### config.mk
export PLATFORM = sky130hd
export DESIGN_NAME = port_statistics_counters
export DESIGN_NICKNAME = d
export VERILOG_FILES = /design/src/stat_pkg.sv /design/src/port_statistics_counters.sv /design/src/stat_counter.sv
export VERILOG_INCLUDE_DIRS = /design/src
export SDC_FILE = /design/constraint.sdc
export NUM_CORES = 2
export LEC_CHECK = 0
export ABC_AREA = 0
export BUFFER_PORTS_ARGS = -buffer_cell sky130_fd_sc_hd__buf_2
export CELL_PAD_IN_SITES_DETAIL_PLACEMENT = 2
export CELL_PAD_IN_SITES_GLOBAL_PLACEMENT = 2
export CORE_MARGIN = 5
export CORE_UTILIZATION = 25
export CTS_CLUSTER_DIAMETER = 200
export DETAILED_ROUTE_END_ITERATION = 10
export GPL_TIMING_DRIVEN = 0
export PLACE_DENSITY = 0.55
export SKIP_LAST_GASP = 1
export SLEW_MARGIN = 10
export SYNTH_ARGS = -nofsm -noshare
export SYNTH_HDL_FRONTEND = slang
export SYNTH_SLANG_ARGS = --single-unit
### constraint.sdc
create_clock -name clk -period 37.2 [get_ports clk]
set_input_delay 3.72 -clock clk [delete_from_list [all_inputs] [get_ports clk]]
set_output_delay 3.72 -clock clk [all_outputs]
set_load 0.1 [all_outputs]
### src/stat_cfg.svh
// Purpose: Constants for the per-port statistics counter bank
// Assumes: Included by bare name from the design files
// Notes:   Indices are the software-visible counter numbers
// Overview of operation
// - Thirty-six counters per port, indirect access only
// - One global flush and freeze control
// - Index 0x00 adds high-priority receive octets
// - Index 0x01 counts short frames, good check
// - Index 0x02 counts short frames with errors
// - Index 0x03 counts long frames, good check
// - Index 0x04 counts long errored or huge frames
// - Index 0x05 counts legal frames with bad symbols
// - Index 0x06 counts whole-byte frames failing check
// - Index 0x07 counts fractional-byte frames failing check
// - Index 0x08 counts received MAC control frames
// - Index 0x09 counts received valid pause frames
// - Indices 0x0A-0x0C count good receive destination kinds
// - Indices 0x0D-0x14 count receive length bins
// - Index 0x15 adds good high-priority transmit octets
// - Index 0x16 counts late collisions
// - Index 0x17 counts transmitted valid pause frames
// - Indices 0x18-0x1A count good transmit destination kinds
// - Index 0x1B counts deferred first transmit attempts
// - Indices 0x1C-0x1F count collision outcomes
// - Indices 0x80-0x83 hold totals and resource drops
// - Reading a counter restarts it from its fetch-cycle increment, zero if frozen
// - Index at 23:16, bit 25 starts, clears
// - Wide counters show top bits and overflow
// - Global 0x40 freezes, 0xC0 clears, enabled ports
`ifndef STAT_CFG_SVH
`define STAT_CFG_SVH
// Counter geometry
`define NUM_CNT          36
`define CNT_W            30
`define WIDE_W           36
`define LEN_W            14
// Control register fields
`define CSR_IDX_HI       23
`define CSR_IDX_LO       16
`define CSR_EN_BIT       24
`define CSR_RD_BIT       25
`define GCTL_FREEZE_BIT  6
`define GCTL_FLUSH_BIT   7
// Reset values
`define CSR_IDX_RST      8'h00
`define DATA_RST         32'h0000_0000
// Receive indices
`define IDX_RX_HI_OCT    6'h00
`define IDX_RX_SHORT_OK  6'h01
`define IDX_RX_SHORT_BAD 6'h02
`define IDX_RX_LONG_OK   6'h03
`define IDX_RX_LONG_BAD  6'h04
`define IDX_RX_BAD_SYM   6'h05
`define IDX_RX_CHK_FAIL  6'h06
`define IDX_RX_MISALIGN  6'h07
`define IDX_RX_MAC_CTL   6'h08
`define IDX_RX_PAUSE     6'h09
`define IDX_RX_BCAST     6'h0A
`define IDX_RX_MCAST     6'h0B
`define IDX_RX_UCAST     6'h0C
`define IDX_RX_BIN0      6'h0D
// Transmit indices
`define IDX_TX_HI_OCT    6'h15
`define IDX_TX_LATE      6'h16
`define IDX_TX_PAUSE     6'h17
`define IDX_TX_BCAST     6'h18
`define IDX_TX_MCAST     6'h19
`define IDX_TX_UCAST     6'h1A
`define IDX_TX_WAITED    6'h1B
`define IDX_TX_ALL_COLL  6'h1C
`define IDX_TX_ABANDON   6'h1D
`define IDX_TX_ONE_COLL  6'h1E
`define IDX_TX_MULTI     6'h1F
// Extended indices (0x80-0x83) and their slots
`define IDX_EXT_BASE     8'h80
`define SLOT_RX_TOTAL    6'h20
`define SLOT_TX_TOTAL    6'h21
`define SLOT_RX_DROP     6'h22
`define SLOT_TX_DROP     6'h23
// Frame length limits in bytes
`define LEN_MIN          14'h0040
`define LEN_STD_MAX      14'h05F2
`define LEN_ALT_MAX      14'h0600
`define LEN_HUGE         14'h077C
`define LEN_B1           14'h007F
`define LEN_B2           14'h00FF
`define LEN_B3           14'h01FF
`define LEN_B4           14'h03FF
`define LEN_B6           14'h07D0
`endif

### src/stat_pkg.sv
// Purpose: Types shared by the statistics counter bank
// Assumes: Lengths fit in 14 bits
// Notes:   Event structs are sampled on one-cycle valid pulses
package stat_pkg;
   // One finished receive frame
   typedef struct packed {
      logic        valid;
      logic [13:0] len;
      logic        high_prio;
      logic        check_ok;
      logic        bad_symbol;
      logic        misaligned;
      logic        preamble_ok;
      logic        bcast;
      logic        mcast;
      logic        mac_ctl;
      logic        pause_op;
   } rx_event_t;
   // One finished transmit attempt
   typedef struct packed {
      logic        valid;
      logic [13:0] len;
      logic        high_prio;
      logic        good;
      logic        bcast;
      logic        mcast;
      logic        mac_ctl;
      logic        pause_op;
      logic        waited;
      logic        abandoned;
      logic [4:0]  coll_cnt;
   } tx_event_t;
   // Indirect read sequencer
   typedef enum logic [1:0] {
      RD_IDLE  = 2'b01,
      RD_FETCH = 2'b10
   } rd_state_t;
endpackage

### src/port_statistics_counters.sv
// Purpose: Per-port statistics counter bank with indirect read
// Assumes: Events are one-cycle pulses synchronous to clk
// Notes:   Global control value comes from the switch-wide register
`timescale 1ns/1ps
`include "stat_cfg.svh"
module port_statistics_counters (
   // Clock, enable and reset
   input  wire logic                 clk,
   input  wire logic                 ce,
   input  wire logic                 rst_n,
   // Per-port control-and-status write
   input  wire logic                 csr_wr,
   input  wire logic [31:0]          csr_wdata,
   // Switch-wide flush and freeze value
   input  wire logic [7:0]           glob_ctl,
   // Frame size and duplex settings
   input  wire logic                 max_len_alt,
   input  wire logic                 huge_only,
   input  wire logic                 half_duplex,
   // MAC events
   input  wire stat_pkg::rx_event_t  rx_evt,
   input  wire stat_pkg::tx_event_t  tx_evt,
   input  wire logic                 tx_late_coll,
   input  wire logic                 tx_coll,
   input  wire logic                 rx_drop,
   input  wire logic                 tx_drop,
   // Status toward software
   output logic [7:0]                csr_index_reg,
   output logic                      flush_en_reg,
   output logic                      rd_busy_reg,
   output logic [3:0]                data_hi_reg,
   output logic                      ovf_reg,
   output logic [31:0]               data_reg
);
   logic                   rst_meta_reg;
   logic                   rst_sync_n;
   stat_pkg::rd_state_t    state_reg;
   stat_pkg::rd_state_t    state_next;
   logic [13:0]            inc      [`NUM_CNT];
   logic [`WIDE_W-1:0]     cnt_val  [`NUM_CNT];
   logic                   cnt_ovf  [`NUM_CNT];
   logic [`NUM_CNT-1:0]    rd_clr;
   logic [5:0]             slot;
   logic                   slot_ok;
   logic                   frozen;
   logic                   flush;
   logic                   rx_v;
   logic                   tx_v;
   logic [13:0]            rx_len;
   logic [13:0]            tx_len;
   logic [13:0]            rx_max;
   logic                   rx_good;
   logic                   rx_err;
   logic                   tx_ok;
   logic [2:0]             bin;

   // Reset release through two flops
   always_ff @(posedge clk or negedge rst_n) begin
      if (!rst_n) begin
         rst_meta_reg <= 1'b0;
         rst_sync_n   <= 1'b0;
      end else begin
         rst_meta_reg <= 1'b1;
         rst_sync_n   <= rst_meta_reg;
      end
   end

   // Global control applies only to enabled ports
   assign frozen = flush_en_reg & glob_ctl[`GCTL_FREEZE_BIT];
   assign flush  = flush_en_reg & glob_ctl[`GCTL_FLUSH_BIT];

   // Map software index onto a counter slot
   always_comb begin
      slot    = csr_index_reg[5:0];
      slot_ok = 1'b0;
      if (csr_index_reg[7:5] == 3'h0) begin
         slot    = {1'b0, csr_index_reg[4:0]};
         slot_ok = 1'b1;
      end else if (csr_index_reg[7:2] == 6'(`IDX_EXT_BASE >> 2)) begin
         slot    = `SLOT_RX_TOTAL + {4'h0, csr_index_reg[1:0]};
         slot_ok = 1'b1;
      end
   end

   // Receive and transmit frame classification helpers
   assign rx_v    = rx_evt.valid;
   assign rx_len  = rx_evt.len;
   assign rx_max  = max_len_alt ? `LEN_ALT_MAX : `LEN_STD_MAX;
   assign rx_err  = !rx_evt.check_ok | rx_evt.bad_symbol |
                    rx_evt.misaligned;
   assign rx_good = rx_v & !rx_err;
   assign tx_v    = tx_evt.valid;
   assign tx_len  = tx_evt.len;
   assign tx_ok   = tx_v & tx_evt.good;

   // Length bin for the receive histogram
   always_comb begin
      if (rx_len <= `LEN_MIN)
         bin = 3'h0;
      else if (rx_len <= `LEN_B1)
         bin = 3'h1;
      else if (rx_len <= `LEN_B2)
         bin = 3'h2;
      else if (rx_len <= `LEN_B3)
         bin = 3'h3;
      else if (rx_len <= `LEN_B4)
         bin = 3'h4;
      else if (rx_len <= `LEN_STD_MAX)
         bin = 3'h5;
      else if (rx_len <= `LEN_B6)
         bin = 3'h6;
      else
         bin = 3'h7;
   end

   // Every matching counter gets its increment in the same cycle
   always_comb begin
      for (int k = 0; k < `NUM_CNT; k++) begin
         inc[k] = 14'h0000;
      end
      if (rx_v) begin
         if (rx_evt.high_prio)
            inc[`IDX_RX_HI_OCT] = rx_len;
         if (rx_len < `LEN_MIN && rx_evt.check_ok)
            inc[`IDX_RX_SHORT_OK] = 14'h0001;
         if (rx_len < `LEN_MIN && rx_err)
            inc[`IDX_RX_SHORT_BAD] = 14'h0001;
         if (rx_len > rx_max && rx_evt.check_ok)
            inc[`IDX_RX_LONG_OK] = 14'h0001;
         if (huge_only ? (rx_len > `LEN_HUGE)
                       : (rx_len > `LEN_STD_MAX && rx_err))
            inc[`IDX_RX_LONG_BAD] = 14'h0001;
         if (rx_evt.bad_symbol && rx_evt.preamble_ok &&
             rx_len >= `LEN_MIN && rx_len <= rx_max)
            inc[`IDX_RX_BAD_SYM] = 14'h0001;
         if (rx_len >= `LEN_MIN && rx_len <= rx_max &&
             !rx_evt.check_ok && !rx_evt.misaligned)
            inc[`IDX_RX_CHK_FAIL] = 14'h0001;
         if (rx_len >= `LEN_MIN && rx_len <= rx_max &&
             !rx_evt.check_ok && rx_evt.misaligned)
            inc[`IDX_RX_MISALIGN] = 14'h0001;
         if (rx_evt.mac_ctl)
            inc[`IDX_RX_MAC_CTL] = 14'h0001;
         if (rx_evt.mac_ctl && rx_evt.pause_op &&
             rx_len >= `LEN_MIN && rx_evt.check_ok)
            inc[`IDX_RX_PAUSE] = 14'h0001;
         if (rx_good && rx_evt.bcast)
            inc[`IDX_RX_BCAST] = 14'h0001;
         if (rx_good && rx_evt.mcast && !rx_evt.bcast &&
             !rx_evt.mac_ctl)
            inc[`IDX_RX_MCAST] = 14'h0001;
         if (rx_good && !rx_evt.mcast && !rx_evt.bcast)
            inc[`IDX_RX_UCAST] = 14'h0001;
         if (rx_len >= `LEN_MIN)
            inc[`IDX_RX_BIN0 + {3'h0, bin}] = 14'h0001;
         inc[`SLOT_RX_TOTAL] = rx_len;
      end
      if (tx_ok && tx_evt.high_prio)
         inc[`IDX_TX_HI_OCT] = tx_len;
      if (tx_late_coll)
         inc[`IDX_TX_LATE] = 14'h0001;
      if (tx_ok && tx_evt.mac_ctl && tx_evt.pause_op &&
          tx_len >= `LEN_MIN)
         inc[`IDX_TX_PAUSE] = 14'h0001;
      if (tx_ok && tx_evt.bcast)
         inc[`IDX_TX_BCAST] = 14'h0001;
      if (tx_ok && tx_evt.mcast && !tx_evt.bcast && !tx_evt.mac_ctl)
         inc[`IDX_TX_MCAST] = 14'h0001;
      if (tx_ok && !tx_evt.mcast && !tx_evt.bcast)
         inc[`IDX_TX_UCAST] = 14'h0001;
      if (tx_v && tx_evt.waited)
         inc[`IDX_TX_WAITED] = 14'h0001;
      if (tx_coll && half_duplex)
         inc[`IDX_TX_ALL_COLL] = 14'h0001;
      if (tx_v && tx_evt.abandoned)
         inc[`IDX_TX_ABANDON] = 14'h0001;
      if (tx_ok && tx_evt.coll_cnt == 5'h01)
         inc[`IDX_TX_ONE_COLL] = 14'h0001;
      if (tx_ok && tx_evt.coll_cnt > 5'h01)
         inc[`IDX_TX_MULTI] = 14'h0001;
      if (tx_v)
         inc[`SLOT_TX_TOTAL] = tx_len;
      if (rx_drop)
         inc[`SLOT_RX_DROP] = 14'h0001;
      if (tx_drop)
         inc[`SLOT_TX_DROP] = 14'h0001;
   end

   // Read-clear strobe for the slot being fetched
   always_comb begin
      rd_clr = '0;
      if (state_reg == stat_pkg::RD_FETCH && slot_ok)
         rd_clr[slot] = 1'b1;
   end

   // Counter bank, two wide byte totals
   for (genvar i = 0; i < `NUM_CNT; i++) begin : g_cnt
      localparam int W = (i == 32 || i == 33) ? `WIDE_W : `CNT_W;
      logic [W-1:0] v;
      stat_counter #(
         .W(W)
      ) u_cnt (
         .clk   (clk),
         .rst_n (rst_sync_n),
         .ce    (ce),
         .hold  (frozen),
         .clear (flush | rd_clr[i]),
         .inc   (inc[i]),
         .value (v),
         .ovf   (cnt_ovf[i])
      );
      assign cnt_val[i] = `WIDE_W'(v);
   end

   // Control-and-status register write fields
   always_ff @(posedge clk or negedge rst_sync_n) begin
      if (!rst_sync_n) begin
         csr_index_reg <= `CSR_IDX_RST;
         flush_en_reg  <= 1'b0;
      end else if (ce && csr_wr) begin
         csr_index_reg <= csr_wdata[`CSR_IDX_HI:`CSR_IDX_LO];
         flush_en_reg  <= csr_wdata[`CSR_EN_BIT];
      end
   end

   // Read sequencer next state
   always_comb begin
      state_next = state_reg;
      case (state_reg)
         stat_pkg::RD_IDLE: begin
            if (csr_wr && csr_wdata[`CSR_RD_BIT])
               state_next = stat_pkg::RD_FETCH;
         end
         stat_pkg::RD_FETCH: begin
            state_next = stat_pkg::RD_IDLE;
         end
         default: begin
            state_next = stat_pkg::RD_IDLE;
         end
      endcase
   end

   // Read sequencer state and busy flag
   always_ff @(posedge clk or negedge rst_sync_n) begin
      if (!rst_sync_n) begin
         state_reg   <= stat_pkg::RD_IDLE;
         rd_busy_reg <= 1'b0;
      end else if (ce) begin
         state_reg   <= state_next;
         rd_busy_reg <= (state_next == stat_pkg::RD_FETCH);
      end
   end

   // Capture the count and the wide-counter extras
   always_ff @(posedge clk or negedge rst_sync_n) begin
      if (!rst_sync_n) begin
         data_reg    <= `DATA_RST;
         data_hi_reg <= 4'h0;
         ovf_reg     <= 1'b0;
      end else if (ce && state_reg == stat_pkg::RD_FETCH) begin
         data_reg    <= slot_ok ? cnt_val[slot][31:0] : `DATA_RST;
         data_hi_reg <= slot_ok ? cnt_val[slot][35:32] : 4'h0;
         ovf_reg     <= slot_ok & cnt_ovf[slot];
      end
   end

   // Start of a read makes the busy flag rise then fall
   property p_rd_done;
      @(posedge clk) disable iff (!rst_sync_n)
      (ce && csr_wr && csr_wdata[`CSR_RD_BIT] && !rd_busy_reg) ##1 ce
      |-> rd_busy_reg ##1 !rd_busy_reg;
   endproperty
   a_rd_done: assert property (p_rd_done)
      else $error("busy flag did not complete read");

   // A fetched counter reads zero afterwards when idle
   property p_rd_clear;
      @(posedge clk) disable iff (!rst_sync_n)
      (ce && state_reg == stat_pkg::RD_FETCH && slot_ok &&
       inc[slot] == 14'h0000)
      |=> cnt_val[$past(slot)] == '0;
   endproperty
   a_rd_clear: assert property (p_rd_clear)
      else $error("counter not cleared by read");

   // Frozen counters never move without a clear
   property p_frozen;
      @(posedge clk) disable iff (!rst_sync_n)
      (ce && frozen && !flush && state_reg == stat_pkg::RD_IDLE)
      |=> $stable(cnt_val[`IDX_RX_HI_OCT]) && $stable(cnt_val[32]);
   endproperty
   a_frozen: assert property (p_frozen)
      else $error("frozen counter changed");

   // Flush with freeze empties every counter of an enabled port
   property p_flush;
      @(posedge clk) disable iff (!rst_sync_n)
      (ce && flush && frozen) |=> cnt_val[`IDX_RX_UCAST] == '0 &&
                                   cnt_val[`SLOT_TX_TOTAL] == '0;
   endproperty
   a_flush: assert property (p_flush)
      else $error("flush left a count");

   // Good short frame adds one
   property p_short_ok;
      @(posedge clk) disable iff (!rst_sync_n)
      (ce && !frozen && !flush && rd_clr == '0 && rx_v &&
       rx_len < `LEN_MIN && rx_evt.check_ok)
      |=> cnt_val[1][29:0] == $past(cnt_val[1][29:0]) + 30'h1;
   endproperty
   a_short_ok: assert property (p_short_ok)
      else $error("short good frame not counted");

   // High-priority receive octets follow frame lengths
   property p_rx_oct;
      @(posedge clk) disable iff (!rst_sync_n)
      (ce && !frozen && !flush && rd_clr == '0 && rx_v &&
       rx_evt.high_prio)
      |=> cnt_val[0][29:0] == $past(cnt_val[0][29:0]) +
                              30'($past(rx_len));
   endproperty
   a_rx_oct: assert property (p_rx_oct)
      else $error("high priority octets not added");

   // Broadcast never counts as unicast
   property p_bcast;
      @(posedge clk) disable iff (!rst_sync_n)
      (rx_good && rx_evt.bcast) |-> inc[`IDX_RX_UCAST] == 14'h0000 &&
                                    inc[`IDX_RX_BCAST] == 14'h0001;
   endproperty
   a_bcast: assert property (p_bcast)
      else $error("broadcast classified wrongly");

   // A 64 byte frame lands in the first bin only
   property p_bin64;
      @(posedge clk) disable iff (!rst_sync_n)
      (rx_v && rx_len == `LEN_MIN) |-> inc[13] == 14'h0001 &&
                                       inc[14] == 14'h0000;
   endproperty
   a_bin64: assert property (p_bin64)
      else $error("64 byte frame in wrong bin");

   // Late collision pulse reaches its counter
   property p_late;
      @(posedge clk) disable iff (!rst_sync_n)
      (ce && !frozen && !flush && rd_clr == '0 && tx_late_coll)
      |=> cnt_val[22][29:0] == $past(cnt_val[22][29:0]) + 30'h1;
   endproperty
   a_late: assert property (p_late)
      else $error("late collision not counted");
endmodule // port_statistics_counters

### src/stat_counter.sv
// Purpose: One statistics accumulator with clear and hold
// Assumes: Clear wins over hold; an increment in a clear cycle survives unless hold is set
// Notes:   Overflow is sticky until the next clear
`timescale 1ns/1ps
module stat_counter #(
   parameter int W = 30
) (
   // Clock and reset
   input  wire logic         clk,
   input  wire logic         rst_n,
   input  wire logic         ce,
   // Control
   input  wire logic         hold,
   input  wire logic         clear,
   input  wire logic [13:0]  inc,
   // Value
   output logic      [W-1:0] value,
   output logic              ovf
);
   logic [W:0] sum;

   // Widened sum to catch the carry
   assign sum = {1'b0, value} + {{(W-13){1'b0}}, inc};

   // Count, hold or clear
   always_ff @(posedge clk or negedge rst_n) begin
      if (!rst_n) begin
         value <= '0;
         ovf   <= 1'b0;
      end else if (ce) begin
         if (clear) begin
            value <= hold ? '0 : {{(W-14){1'b0}}, inc};
            ovf   <= 1'b0;
         end else if (!hold) begin
            value <= sum[W-1:0];
            if (sum[W])
               ovf <= 1'b1;
         end
      end
   end
endmodule // stat_counter

==> results.cfg <==
[cts]
h-tree-depth = 4
numCtsBuffers = 167
clock_tree.buffer_depth = 4
cts.repair.resized = 0
clock_sinks = 1179
root_buffer = clkbuf_16
insertion_delay_ns = 0.90
ctsHoldBuffers = 0
postCtsSetupRepairBufs = 0
cts.clk_slew.worst_paths_ns = 0.06
cts_tree = built

[floorplan]
num_rows = 196
design.portCount = 150
die_w_um = 546
core_area_mm2 = 0.285
die_area_mm2 = 0.298
floorplan.initialDensity_pct = 25.1
die_y_um = 546

[sta]
period_share_pct = 25.4
rsz0062_at_grt = false
slew_headroom_pct = -0.518
fin_tns_setup_ns = 0
fmax_mhz = 106
hold-worst-slack_ns = 0.290
drv_slew = 10
final-setup-viol-count = 0
period_needed_ns = 9.43
tightestPinTransition_ns = 1.50
finalHoldViolCount = 0
fin_skew_ns = 0.0555

[synthesis]
yosysMostFrequentCell = dfrtp_1
synth-async-reset-ratio_pct = 100
synth-edff-count = 0
ys_warn_count = 0
yosysSeqAreaShare_pct = 41.1
postSynthCellCount = 7969
yosysUniqueCellTypes = 97
yosysTopAreaCell = dfrtp_1
netlist_area_mm2 = 0.0718
synth_top_cells_by_count = 1178 x dfrtp_1, 1165 x nor2_1, 694 x nand2_1
syn_area_per_cell_um2 = 9.01
ys.flop_type = dfrtp_1
yosysTopAreaCellShare_pct = 41.1
syn_nets = 8206
synth.area.top_cells = dfrtp_1 41%, nor2_1 6.1%, xor2_1 5.8%, mux4_2 4.9%, nand2_1 3.6%
ys_ff_latch = 1179

[global_routing]
antenna_found_initial = 90
grt-ovfl-total = 0
track_usage_pct = 33.1
grt_pass1_vias = 74800
grt_max_degree = 56
grt_pass1_wl_mm = 677

[setup_path]
critical_path_arrival_ns = 10.21
r2r_cells = 11
r2r_slack_ns = 29.33
setup.worst_path.start_class = input port
end_kind = flop
rr_startpoint = csr_index_reg[0]
crit_type = input port to flop
timing.rr.end = data_reg[19]
critPathMaxFanout = 8
required_ns = 37.98

[outcome]
violations = max-capacitance violations, max-slew violations
status = finished, violations left

[pwr]
peakVddDrop_mv = 0.0294
leakage_nw = 35.7
p_per_area_mw_per_mm2 = 49.0

[finish]
nets = 8597
syn_to_final_growth_pct = 18.4
largest_register_ffs = 1092
drive_gt1_share_pct = 11.4

[placed_design]
numPortBuffers = 119
globalplace.congestion = 1.09
post-dp-hpwl_mm = 403

[hold_path]
hp-class = flop to async pin

[detailed_routing]
routedWlPerCell_um = 41.7
drc = 0
vias = 74600
via_per_inst = 6.06
antenna_left = 0
drtPass1Iterations = 5
dr.first_iter.drc_count = 8461
drt-total-wl_mm = 513

[run]
timing.max_cap.violations = 1
-- final cells by class --
type / count / area, um^2
well taps: 3762 / 4710
multi-input cells: 6250 / 40300
inverters: 126 / 473
repair buffers: 222 / 2730
flip-flops and latches: 1179 / 29500
plain buffers: 414 / 1810
fillers: 31900 / 200000
clock inverters: 34 / 370
clock buffers: 259 / 4920
diodes: 58 / 145
-- per-layer routing --
layer,GRT usage (%),vias to the layer above,part of all wire (%)
li1,-,29800,-
met1,42.0,39700,40
met2,48.1,3858,42
met3,9.76,1137,9.5
met4,23.0,18,8.3
met5,0,-,0.023
-- worst max path at each step --
stage / from / cells past startpoint / endpoint
3_3_place_gp: rst_sync_n / 0 / g_cnt[0].u_cnt.value[27]
6_report: rx_evt[22] / 13 / g_cnt[25].u_cnt.value[28]
4_1_cts: rx_evt[12] / 16 / g_cnt[25].u_cnt.value[28]
3_5_place_dp: rx_evt[12] / 16 / g_cnt[25].u_cnt.value[28]
5_1_grt: rx_evt[12] / 16 / g_cnt[25].u_cnt.value[28]
2_1_floorplan: rst_sync_n / 0 / csr_index_reg[0]
-- critical path, cell delays in order --
cell and delay [ns]:
buf_2 0.13, or3_1 0.49, nor4_1 0.78, nand2b_1 0.21, a211o_1 0.86, o21ai_1 1.19, ha_1 0.46, ha_1 0.22
and3_1 0.22, nor3b_1 0.89, nand4_1 0.43, or3_1 0.42, a21oi_1 0.15
-- power by group --
part	leakage (nW)	internal (mW)	switching [mW]
clock network	2.59	0.947	0.686
logic	16.8	0.263	0.846
registers	16.3	1.33	0.0984
total	35.7	2.54	1.63
-- cells by family (layout without fill, tap and decap cells) --
logic type | after synthesis | after routing | share of synthesized area (%)
compound gates | 1650 | 1650 | 14.6
xor+xnor | 706 | 706 | 8.62
fa+ha+maj | 134 | 134 | 2.38
buf+inv | 540 | 1055 | 2.95
flops | 1179 | 1179 | 41.1
mux | 314 | 314 | 7.21
other cells | 1 | 59 | 0.00522
simple gates | 3445 | 3445 | 23.1
-- cell usage in the layout (no fill, tap or decap), drive strengths merged, types with 251 or more instances in the layout --
| cell | netlist | routed |
|---|---|---|
| nand2 | 694 | 694 |
| nand3 | 431 | 431 |
| a21oi | 399 | 399 |
| nand4 | 251 | 251 |
| nor2 | 1165 | 1165 |
| o21ai | 509 | 509 |
| dfrtp | 1178 | 1178 |
| buf | 102 | 323 |
| xor2 | 472 | 472 |
| clkbuf | 312 | 571 |
-- stage by stage --
stage	setup WS [ns]	total power [mW]	cells	area, um^2	utilization [%]
after CTS	28.06	4.14	12200	84800	29.7
after global placement	-19.95	2.44	11900	77100	27.0
after global routing	27.56	4.23	12200	84800	29.7
final	27.77	4.17	12300	85000	29.8
after floorplan	1.90	1.86	7969	71800	-
after detailed placement	27.23	2.50	12000	79500	27.9
(Power assumes the default switching activity.)
